$ cat config.mk
export PLATFORM = sky130hd
export DESIGN_NAME = tw_master
export DESIGN_NICKNAME = d
export VERILOG_FILES = /design/src/tw_pkg.sv /design/src/tw_master.sv
export VERILOG_INCLUDE_DIRS = /design/src
export SDC_FILE = /design/constraint.sdc
export NUM_CORES = 1
export LEC_CHECK = 0
export ABC_AREA = 1
export BUFFER_PORTS_ARGS = -buffer_cell sky130_fd_sc_hd__buf_2
export CORE_MARGIN = 2
export CORE_UTILIZATION = 63
export CTS_CLUSTER_SIZE = 12
export DETAILED_ROUTE_END_ITERATION = 10
export PLACE_DENSITY_LB_ADDON = 0.05
export SYNTH_ARGS = -nofsm -noshare
export SYNTH_HDL_FRONTEND = slang
export SYNTH_SLANG_ARGS = --single-unit
export TNS_END_PERCENT = 1
$ cat constraint.sdc
create_clock -name clk -period 4.39 [get_ports clk]
set_clock_uncertainty 0.2 [all_clocks]
set_input_delay 0.6585 -clock clk [delete_from_list [all_inputs] [get_ports clk]]
set_output_delay 0.6585 -clock clk [all_outputs]
set_load 0.05 [all_outputs]
$ cat src/tw_cfg.svh
`ifndef TW_CFG_SVH
`define TW_CFG_SVH
// Register byte addresses
`define TW_CR_OFF 8'h1c
`define TW_SR_OFF 8'h1d
`define TW_CCR_OFF 8'h1e
`define TW_DR_OFF 8'h1f
// Control register fields
`define TW_CR_PE 5
`define TW_CR_START 3
`define TW_CR_ACK 2
`define TW_CR_STOP 1
`define TW_CR_ITE 0
// Status register fields
`define TW_SR_EVF 7
`define TW_SR_AF 6
`define TW_SR_TRA 5
`define TW_SR_BTF 3
`define TW_SR_MST 1
`define TW_SR_SB 0
// Clock setup fields
`define TW_CCR_SPD 7
`define TW_CCR_FILT 6
// Divider arithmetic and byte framing
`define TW_DIV_MIN 6'h03
`define TW_DIV_ADD 8'h03
`define TW_FM_EXTRA 8'h01
`define TW_LO_TRIM 8'h02
`define TW_LAST_BIT 4'h8
`define TW_ZERO_BYTE 8'h00
`endif

$ cat src/tw_pkg.sv
package tw_pkg;
    // Sequencer states
    typedef enum logic [2:0] {
        TW_IDLE, TW_GEN, TW_WADDR, TW_BIT, TW_HOLD, TW_FAIL
    } tw_st_t;

    // Whole state of the master
    typedef struct packed {
        tw_st_t st;
        logic [1:0] phase;
        logic [7:0] cnt;
        logic [3:0] bitn;
        logic [7:0] shreg;
        logic gstop;
        logic addr_ph;
        logic rx_mode;
        logic sr_seen;
        logic pe;
        logic start;
        logic ack;
        logic stop;
        logic irq_enable;
        logic event_flag;
        logic af;
        logic tx_direction;
        logic byte_done;
        logic mst;
        logic sb;
        logic speed;
        logic filt;
        logic [5:0] div;
        logic [7:0] data;
        logic [7:0] rdata;
        logic irq;
        logic scl_oe;
        logic sda_oe;
    } tw_state_t;
endpackage

$ cat src/tw_master.sv
`timescale 1ns/1ps
`include "tw_cfg.svh"
// Notes on behaviour
// - Receive: ack pulse if enabled, then event and byte-done flags, irq if enabled
// - After received byte SCL held low until status read then data read
// - Transmit: SCL held low until status read then data write, then shift
// - Transmit: after slave ack, event and byte-done flags set unless stop requested, irq if enabled
// - Missing ack sets event and nack flags, SCL released; resume by start/stop
// - Nack after address cleared by status read alone, with the event flag
// - Enable low holds control and status reset and releases bus pins
// - First enabling write sets only the enable; pins then belong to block
// - Start request makes start or repeated start; cleared when sent or disabled
// - Ack enable returns ack after received bytes; cleared on disable
// - Stop request in master mode stops after byte or start; then cleared
// - Irq enable gates event interrupts; cleared on disable
// - Event flag set on byte-done, start, nack, address sent
// - Direction flag reads 1 for transmitted byte; clears with byte-done
// - Transmit byte-done after ack clock, after address only past that event
// - Receive byte-done after ack pulse; SCL low while byte-done set
// - Master flag set by start write, cleared after stop or disable
// - Start-sent flag cleared by status read then address write
// - Speed select chooses fast or standard; unchanged by disable
// - SCL period 3*(D+3) fast or 2*(D+3)+1 standard, D at least 3
// - Data write in transmit launches that byte on the bus
module tw_master
    import tw_pkg::*;
(
    input wire logic clk,
    input wire logic rstn,
    input wire logic clk_en,
    input wire logic [7:0] reg_addr,
    input wire logic [7:0] reg_wdata,
    input wire logic reg_wr,
    input wire logic reg_rd,
    output logic [7:0] reg_rdata,
    output logic irq,
    output logic pins_owned,
    input wire logic scl_in,
    output logic scl_out,
    output logic scl_oe,
    input wire logic sda_in,
    output logic sda_out,
    output logic sda_oe
);
    tw_state_t s;
    tw_state_t n;
    logic cr_wr;
    logic dr_wr;
    logic dr_rd;
    logic sr_rd;
    logic is_tx;
    logic drive;
    logic lo_done;
    logic hi_done;
    logic [7:0] base;
    logic [7:0] len_lo;
    logic [7:0] len_hi;
    logic [7:0] cr_val;
    logic [7:0] sr_val;
    logic [7:0] ccr_val;

    // Address match of one register
    function automatic logic is_reg(input logic [7:0] a,
                                    input logic [7:0] o);
        return a == o;
    endfunction

    // Enter a sequencer state; event flags of the old step drop
    function automatic tw_state_t go_to(input tw_state_t x,
                                        input tw_st_t st,
                                        input logic [1:0] ph,
                                        input logic gs);
        tw_state_t y;
        y = x;
        y.st = st;
        y.phase = ph;
        y.cnt = '0;
        y.bitn = '0;
        y.gstop = gs;
        y.event_flag = 1'b0;
        y.byte_done = 1'b0;
        y.tx_direction = 1'b0;
        y.sb = 1'b0;
        y.af = 1'b0;
        y.sr_seen = 1'b0;
        return y;
    endfunction

    // Register strobes
    assign cr_wr = reg_wr && is_reg(reg_addr, `TW_CR_OFF);
    assign dr_wr = reg_wr && is_reg(reg_addr, `TW_DR_OFF);
    assign dr_rd = reg_rd && is_reg(reg_addr, `TW_DR_OFF);
    assign sr_rd = reg_rd && is_reg(reg_addr, `TW_SR_OFF);

    // Bit phase lengths from the divider
    assign base = ((s.div < `TW_DIV_MIN) ? {2'b00, `TW_DIV_MIN}
                  : {2'b00, s.div}) + `TW_DIV_ADD;
    assign len_hi = base;
    assign len_lo = s.speed ? {base[6:0], 1'b0}
                  : base + `TW_FM_EXTRA;
    // High phase gains one cycle while SCL rises, so low gives one back
    assign lo_done = s.cnt >= len_lo - `TW_LO_TRIM;
    assign hi_done = s.cnt >= len_hi - `TW_FM_EXTRA;

    // Address and data bytes we send, versus data we receive
    assign is_tx = s.addr_ph || !s.rx_mode;
    assign drive = (s.bitn == `TW_LAST_BIT) ? (!is_tx && s.ack)
                 : (is_tx && !s.shreg[7]);

    // Readable register images
    always_comb begin
        cr_val = `TW_ZERO_BYTE;
        cr_val[`TW_CR_PE] = s.pe;
        cr_val[`TW_CR_START] = s.start;
        cr_val[`TW_CR_ACK] = s.ack;
        cr_val[`TW_CR_STOP] = s.stop;
        cr_val[`TW_CR_ITE] = s.irq_enable;
        sr_val = `TW_ZERO_BYTE;
        sr_val[`TW_SR_EVF] = s.event_flag;
        sr_val[`TW_SR_AF] = s.af;
        sr_val[`TW_SR_TRA] = s.tx_direction;
        sr_val[`TW_SR_BTF] = s.byte_done;
        sr_val[`TW_SR_MST] = s.mst;
        sr_val[`TW_SR_SB] = s.sb;
        ccr_val = {s.speed, s.filt, s.div};
    end

    // Next state: register port, sequencer, disable
    always_comb begin
        n = s;
        n.rdata = `TW_ZERO_BYTE;
        if (reg_rd) begin
            if (is_reg(reg_addr, `TW_CR_OFF)) begin
                n.rdata = cr_val;
            end else if (is_reg(reg_addr, `TW_SR_OFF)) begin
                n.rdata = sr_val;
            end else if (is_reg(reg_addr, `TW_CCR_OFF)) begin
                n.rdata = ccr_val;
            end else if (is_reg(reg_addr, `TW_DR_OFF)) begin
                n.rdata = s.data;
            end
        end
        // Status read arms the clear sequences; nack clears on read
        if (sr_rd) begin
            n.sr_seen = 1'b1;
            if (s.af) begin
                n.af = 1'b0;
                n.event_flag = 1'b0;
            end
        end
        if (reg_wr && is_reg(reg_addr, `TW_CCR_OFF)) begin
            n.speed = reg_wdata[`TW_CCR_SPD];
            n.filt = reg_wdata[`TW_CCR_FILT];
            n.div = reg_wdata[5:0];
        end
        if (dr_wr) begin
            n.data = reg_wdata;
        end
        // First enabling write only switches the block on
        if (cr_wr) begin
            if (!s.pe) begin
                n.pe = reg_wdata[`TW_CR_PE];
            end else begin
                n.pe = reg_wdata[`TW_CR_PE];
                n.start = reg_wdata[`TW_CR_START];
                n.ack = reg_wdata[`TW_CR_ACK];
                n.stop = reg_wdata[`TW_CR_STOP];
                n.irq_enable = reg_wdata[`TW_CR_ITE];
                if (reg_wdata[`TW_CR_START]) begin
                    n.mst = 1'b1;
                end
            end
        end
        unique case (s.st)
            TW_IDLE: begin
                n.scl_oe = 1'b0;
                n.sda_oe = 1'b0;
                if (s.pe && s.start && scl_in && sda_in) begin
                    n = go_to(n, TW_GEN, 2'd1, 1'b0);
                end
            end
            TW_GEN: begin
                unique case (s.phase)
                    2'd0: begin
                        // SCL low, SDA set up for start or stop
                        n.scl_oe = 1'b1;
                        n.sda_oe = s.gstop;
                        n.cnt = s.cnt + 8'h01;
                        if (lo_done) begin
                            n.phase = 2'd1;
                            n.cnt = '0;
                        end
                    end
                    2'd1: begin
                        // SCL released; wait out any stretching
                        n.scl_oe = 1'b0;
                        if (scl_in) begin
                            n.cnt = s.cnt + 8'h01;
                            if (hi_done) begin
                                n.phase = 2'd2;
                                n.cnt = '0;
                                n.sda_oe = !s.gstop;
                            end
                        end
                    end
                    default: begin
                        n.cnt = s.cnt + 8'h01;
                        if (hi_done && s.gstop) begin
                            n.st = TW_IDLE;
                            n.stop = 1'b0;
                            n.mst = 1'b0;
                        end else if (hi_done) begin
                            n.scl_oe = 1'b1;
                            n.start = 1'b0;
                            n.sb = 1'b1;
                            n.event_flag = 1'b1;
                            n.st = TW_WADDR;
                        end
                    end
                endcase
            end
            TW_WADDR: begin
                // Start sent: hold SCL low for the address byte
                n.scl_oe = 1'b1;
                if (s.stop) begin
                    n = go_to(n, TW_GEN, 2'd0, 1'b1);
                end else if (dr_wr && s.sr_seen) begin
                    n = go_to(n, TW_BIT, 2'd0, 1'b0);
                    n.shreg = reg_wdata;
                    n.addr_ph = 1'b1;
                    n.rx_mode = reg_wdata[0];
                end
            end
            TW_BIT: begin
                if (s.phase == 2'd0) begin
                    n.scl_oe = 1'b1;
                    n.sda_oe = drive;
                    n.cnt = s.cnt + 8'h01;
                    if (lo_done) begin
                        n.phase = 2'd1;
                        n.cnt = '0;
                    end
                end else if (scl_in && !hi_done) begin
                    n.scl_oe = 1'b0;
                    n.cnt = s.cnt + 8'h01;
                end else if (scl_in && s.bitn != `TW_LAST_BIT) begin
                    // Sample at end of high, then next bit
                    n.shreg = {s.shreg[6:0], sda_in};
                    n.bitn = s.bitn + 4'h1;
                    n.phase = 2'd0;
                    n.cnt = '0;
                end else if (scl_in) begin
                    // Ninth clock ends: decide the byte's event
                    n.addr_ph = 1'b0;
                    if (is_tx && sda_in) begin
                        n.af = 1'b1;
                        n.event_flag = 1'b1;
                        n.st = TW_FAIL;
                    end else if (is_tx && s.stop) begin
                        n = go_to(n, TW_GEN, 2'd0, 1'b1);
                    end else if (s.addr_ph) begin
                        n.event_flag = 1'b1;
                        n.scl_oe = 1'b1;
                        n.st = TW_HOLD;
                    end else begin
                        if (!is_tx) begin
                            n.data = s.shreg;
                        end
                        n.event_flag = 1'b1;
                        n.byte_done = 1'b1;
                        n.tx_direction = is_tx;
                        n.scl_oe = 1'b1;
                        n.st = TW_HOLD;
                    end
                end else begin
                    n.scl_oe = 1'b0;
                end
            end
            TW_HOLD: begin
                n.scl_oe = 1'b1;
                if (!s.byte_done) begin
                    // After address: wait status read, control write
                    if (cr_wr && s.sr_seen && n.stop) begin
                        n = go_to(n, TW_GEN, 2'd0, 1'b1);
                    end else if (cr_wr && s.sr_seen && n.start) begin
                        n = go_to(n, TW_GEN, 2'd0, 1'b0);
                    end else if (cr_wr && s.sr_seen && s.rx_mode) begin
                        n = go_to(n, TW_BIT, 2'd0, 1'b0);
                    end else if (cr_wr && s.sr_seen) begin
                        n.sr_seen = 1'b0;
                        n.event_flag = 1'b1;
                        n.byte_done = 1'b1;
                        n.tx_direction = 1'b1;
                    end
                end else if (s.tx_direction) begin
                    // Transmit: next byte launched by data write
                    if (dr_wr && s.sr_seen) begin
                        n = go_to(n, TW_BIT, 2'd0, 1'b0);
                        n.shreg = reg_wdata;
                    end else if (s.stop) begin
                        n = go_to(n, TW_GEN, 2'd0, 1'b1);
                    end else if (s.start) begin
                        n = go_to(n, TW_GEN, 2'd0, 1'b0);
                    end
                end else if (dr_rd && s.sr_seen) begin
                    // Receive: data read releases the bus
                    if (s.stop) begin
                        n = go_to(n, TW_GEN, 2'd0, 1'b1);
                    end else if (s.start) begin
                        n = go_to(n, TW_GEN, 2'd0, 1'b0);
                    end else begin
                        n = go_to(n, TW_BIT, 2'd0, 1'b0);
                    end
                end
            end
            TW_FAIL: begin
                // Nack: bus left free until start or stop
                n.scl_oe = 1'b0;
                n.sda_oe = 1'b0;
                if (s.stop) begin
                    n = go_to(n, TW_GEN, 2'd0, 1'b1);
                end else if (s.start) begin
                    n = go_to(n, TW_GEN, 2'd0, 1'b0);
                end
            end
        endcase
        // Accesses that finish a sequence disarm it
        if (cr_wr || dr_wr || dr_rd) begin
            n.sr_seen = 1'b0;
        end
        // Disabled block holds control and status clear
        if (!n.pe) begin
            n.st = TW_IDLE;
            n.start = 1'b0;
            n.ack = 1'b0;
            n.stop = 1'b0;
            n.irq_enable = 1'b0;
            n.event_flag = 1'b0;
            n.af = 1'b0;
            n.tx_direction = 1'b0;
            n.byte_done = 1'b0;
            n.mst = 1'b0;
            n.sb = 1'b0;
            n.sr_seen = 1'b0;
            n.addr_ph = 1'b0;
            n.scl_oe = 1'b0;
            n.sda_oe = 1'b0;
        end
        n.irq = n.irq_enable && n.event_flag;
    end

    // State register, frozen while clock enable is low
    always_ff @(posedge clk or negedge rstn) begin
        if (!rstn) begin
            s <= '0;
        end else if (clk_en) begin
            s <= n;
        end
    end

    // Outputs; pins are open drain and only ever pull low
    assign reg_rdata = s.rdata;
    assign irq = s.irq;
    assign pins_owned = s.pe;
    assign scl_oe = s.scl_oe;
    assign sda_oe = s.sda_oe;
    assign scl_out = 1'b0;
    assign sda_out = 1'b0;
endmodule // tw_master

After elaboration in Yosys (flattened, before gate mapping) --
Index checks and enable logic that the tools add are counted.
Operators by class: add/sub/neg operators 6, multiply operators 0, divide/modulo/power cells 0, $lt $le $gt $ge 3, eq/ne operators 78, shifts and indexed selects 0, muxes and demuxes 118, bitwise gates (word level) 5, reduce and logical (&&, ||, !) cells 48
Operator list (count):
- 67-bit 2-to-1 mux | 13
- 31-bit 2-to-1 mux | 8
- 66-bit 2-to-1 mux | 2
- 25-bit case mux with 5 select lines | 1
- 52-bit 2-to-1 mux | 2
- 8-bit 2-to-1 mux | 12
- 17-bit case mux with 5 select lines | 1
- 13-bit case mux with 6 select lines | 1
- 65-bit 2-to-1 mux | 1
- 3-bit inequality test, second input constant | 21
- 28-bit 2-to-1 mux | 2
- 10-bit 2-to-1 mux | 5
- 4-bit inequality test, second input constant | 11
- 42-bit 2-to-1 mux | 1
- 2-bit inequality test, second input constant | 17
- 1-bit 2-to-1 mux | 33
- 11-bit AND reduction | 3
- 8-bit by 5-bit equality test with 1-bit output, second input constant | 4
- 5-bit inequality test, second input constant | 6
- 14-bit AND reduction | 2
- 13-bit AND reduction | 2
- 3-bit 2-to-1 mux | 8
- 6-bit inequality test, second input constant | 4
- 2-bit case mux with 6 select lines | 2
- other kinds (45) | 96
Word-level totals: flip-flop bits (word level) 67, latch bits 0, bits in writable memories 0, bits in read-only memories 0, input bits 23, output and inout port bits 14, memories kept 0

Logic depth before layout (Yosys ltp) --
depth in word-level cells 19, gate-level depth with buffers 31

Least setup slack after synthesis --
OpenSTA, ideal clock, no wires.
path type reg2reg, start point register s (netlist bit ccr_val[3]), end point register s[56] (netlist bit), setup time 0.116 ns, data arrival time 3.413 ns, slack 0.661 ns, cell stages (with the launch flop) 32, path buffers 1, cells stage by stage dfrtp_1 -> nor2_1 -> nand3_1 -> nand2_1 -> inv_1 -> ha_1 -> inv_1 -> nand2_1 -> nand2_1 -> nand2_1 -> nor3_1 -> nand3_1 -> inv_1 -> nand2_1 -> nand3_1 -> nand2_1 -> nor2_1 -> nand2_1 -> nand2_1 -> nand2_1 -> ha_1 -> nand2_1 -> nor2_1 -> nand4_1 -> and3_1 -> clkbuf_1 -> nand3_1 -> nand2_1 -> o211ai_1 -> nand2_1 -> nand2_1 -> nand2_1
Between the ends: word-level cells in the longest chain between the ends 10
Ends and longest elaborated chain:
- from (decl) | RTL line tw_master.sv:45 | tw_state_t s;
- from (signal assigned) | RTL line tw_master.sv:357 | s <= n;
- 6-bit by 2-bit < comparator with 1-bit output (no line)
- 6-bit 2-to-1 mux (*) | RTL line tw_master.sv:96 | assign base = ((s.div < `TW_DIV_MIN) ? {2'b00, `TW_DIV_MIN}
- 6-bit by 2-bit adder with 7-bit output (no line) (*)
- 7-bit by 1-bit adder with 8-bit output (no line) / 7-bit by 1-bit subtractor with 8-bit output (equally long branches)
- 8-bit 2-to-1 mux (no line) / 8-bit >= comparator (equally long branches)
- 8-bit by 2-bit subtractor with 8-bit output (no line) / 1-bit zero test (equally long branches)
- 8-bit >= comparator (no line) / 1-bit logical AND (equally long branches)
- 10-bit 2-to-1 mux / 8-bit 2-to-1 mux (equally long branches) | RTL line tw_master.sv:189, tw_master.sv:239, tw_master.sv:243
- 8-bit case mux with 2 select lines / 10-bit 2-to-1 mux (equally long branches) | RTL line tw_master.sv:183, tw_master.sv:235
- 13-bit case mux with 6 select lines | RTL line tw_master.sv:174 | unique case (s.st)
Mark *: on every way between the ends. The rest lies on a longest branch, timed or not. The select of a mux whose other input is x is not followed. A chain may end at the register's enable or synchronous reset.

Final worst setup path --
start point register s (netlist bit ccr_val[2]), end point register s[56] (netlist bit)
The elaborated chain is that of the path after synthesis.

==> metrics <==
io pins 37; post-DP HPWL 13350 um; CTS tree built; Initial DRC Count 514; Layout fillers 800; Slowest cell on crit path dfrtp_2; Yosys cell types 51; antenna violations before repair 0; top fanout value on the critical path 9; Clk pin slew, worst setup/hold paths 90 ps; syn avg cell area 6.512 sq um; Core Footprint 9240 sq um; Syn-to-layout area delta 8.614%; mean number of vias per cell 5.995; CP delay by family, top simple AND/OR/NAND/NOR gates; proportion of synthesized chip area in sequential cells 28.02%; Rel. slew slack 42.09%; Pre-antenna DRT Iters 7; largest net degree at the start of global routing 68; Root Driver clkbuf_8; Storage cell area 1682 sq um; number of clock buffers inserted by TritonCTS 9; WP buf/inv 3; Yosys warnings 0; Critical path origin ccr_val[2]$_DFFE_PN0P_; worst reg2reg path depth 30; number of synthesized register bits 67; DRC 0; area of the multi-input gates 3709 sq um; startpoint types register; CTS Hold Buffers Added 0; WP data required 4440 ps; CP Capture Type register; ANT nets after route 0; Synth top area share 28.02%; Slew Viols, Final 0; Wirelength per Cell 16.54 um; clk_lat worst skew 360 ps; Remaining Overflow, GRT 0; Tcrit/Tclk final 94.98%; Max IR drop VDD 184.2 uV; crit path DAT 4220 ps; crit-path most repeated cell nand2_1; final setup violation count 0; clock sink count 67; number of synthesized flops with an enable pin 0; gpl congestion 1.059; first-pass GRT wire length 29450 um; All-Layer GR Usage 36.27%; final setup TNS 0 ps; reg2reg end s[56]$_DFFE_PN0P_; fraction of layout cells with a size suffix above 1 13.76%; Syn Inst Count 919; final WL 17880 um; PortBufs 34; leading area contributor after synthesis dfrtp_1; Initial Util 64.77%; top cells by area, synth dfrtp_1 28%, nand2_1 16%, o21ai_0 7.5%; die width 101.5 um; status completed; vias in the first global route 6162; delay of the slowest critical-path stage 460 ps; # rows 35; die area 10300 sq um; H-tree Lvls 3; NumNets Final 995; MaxCap Viol Count 0; # placed instances 1058; asr flop ratio synth 100.0%; worst slew pin tran 868.6 ps; max frequency 239.8 MHz; reg2reg setup slack 220 ps; Leakage 3.369 nW; Tmin final 4170 ps; hold crit path type input pin to async pin; reg-to-reg critical path startpoint ccr_val[2]$_DFFE_PN0P_; Max clock buf depth 2; pwr/cell area 217.0 nW/um^2; Post-synth top flop dfrtp_1; worst setup path class register to register; Antenna Cells 0; Syn Std Cell Area 5984 sq um; Die H 101.5 um; Post-Layout Cell Count 1081; Hold Fails Final Rpt 0; total number of vias 6481
worst register-to-register path: cells and delay by family (launching register included):
| kind | cells | cell delay, ps |
|---|---|---|
| compound gates | 1 | 80 |
| fa+ha+maj | 2 | 510 |
| buf+inv | 3 | 230 |
| flops | 1 | 460 |
| simple gates | 24 | 2600 |
area by class of cell:
class                           instances  area share, %
Tap cell                              129          2.483
Sequential cell                        67          25.87
Multi-Input combinational cell        694          57.05
Clock inverter                          7          1.001
Timing Repair Buffer                   48          4.235
Clock buffer                            9          1.906
Inverter                              127          7.449
cells in the mapped netlist (11+ instances only):
master and number:
o21ai_0 90, dfrtp_1 67, o211ai_1 18, nor3_1 14
nand2_1 258, nand4_1 18, a21oi_1 23, ha_1 25
xor2_1 11, nand3_1 87, clkbuf_1 15, inv_1 118
nor2_1 65
layer usage:
metal,vias up,share of wire [%],GRT usage [%]
li1,3076,-,-
met1,2989,42,49.02
met2,359,46,57.11
met3,57,8.6,6.556
met4,0,3.3,16.01
met5,-,0,0
repair_timing:
action / CTS / global route
gates resized for setup: 0 / 20
setup buffers: 0 / 7
hold endpoints to repair: 0 / 0
setup endpoints to repair: 0 / 41
through the flow:
step                      area (sq um)  hold WS (ps)  setup slack [ps]  util [%]  power (mW)
after detailed placement          6200         271.2             104.3     67.10      0.8870
final                             6500         267.2             220.2     70.35       1.411
after floorplan                   5988         162.9             660.6         -      0.8105
after global placement            6200         262.7             288.9     67.10      0.8792
after global routing              6500         328.2            -108.5     70.35       1.474
after CTS                         6389         294.9             67.63     69.14       1.401
flip-flops by register name, indices dropped and copies added, names as in the netlist:
| name | flops |
|---|---|
| sda_oe | 1 |
| irq | 1 |
| scl_oe | 1 |
| reg_rdata | 8 |
| cr_val | 4 |
| ccr_val | 8 |
| s | 43 |
| pins_owned | 1 |
worst max-delay path by stage:
stage / to / slack, ps / cells after the start
finish: s[56]$_DFFE_PN0P_ / 220 / 30
floorplan: s[56]$_DFFE_PN0P_ / 660 / 31
detailed placement: s[57]$_DFFE_PN0P_ / 100 / 29
global route: s[62]$_DFFE_PN0P_ / -110 / 28
CTS: s[18]$_DFFE_PN0P_ / 70 / 20
global placement: s[57]$_DFFE_PN0P_ / 290 / 29
kinds of logic after synthesis:
| kind of cell | count (synthesis) | share of synthesized area, % |
|---|---|---|
| AOI/OAI and AO/OA | 162 | 15.41 |
| xor gates and xnor gates | 12 | 1.756 |
| adders and majority gates | 25 | 5.227 |
| buffers and inverters | 159 | 10.91 |
| DFF | 67 | 28.02 |
| muxes | 8 | 1.505 |
| other | 1 | 0.06266 |
| and+or+nand+nor | 485 | 37.11 |
layout by cell type (no fill, tap or decap), drive strengths merged, types with 2 or more instances in the layout:
cell type	netlist	layout
or2	2	2
o211ai	18	18
conb	1	2
o2111ai	2	2
o31ai	3	3
o21ai	101	101
inv	123	128
o32ai	2	2
a311oi	2	2
clkbuf	15	9
o21a	2	2
clkinv	4	4
ha	25	25
and3	2	2
nor3	16	16
and2	2	2
a21oi	24	24
nand3	93	93
nand4	18	18
nand2	271	271
mux2	8	8
clkinvlp	0	2
a221oi	4	4
dfrtp	67	67
o22ai	2	2
xor2	11	11
nor2	78	78
buf	17	48
power breakdown:
part / switching (mW) / leakage (nW) / total (mW) / internal (mW)
sequential: 0.0163 / 0.913 / 0.651 / 0.634
combinational: 0.169 / 2.36 / 0.242 / 0.0735
clock: 0.298 / 0.0947 / 0.518 / 0.220
(Power assumes the default switching activity.)
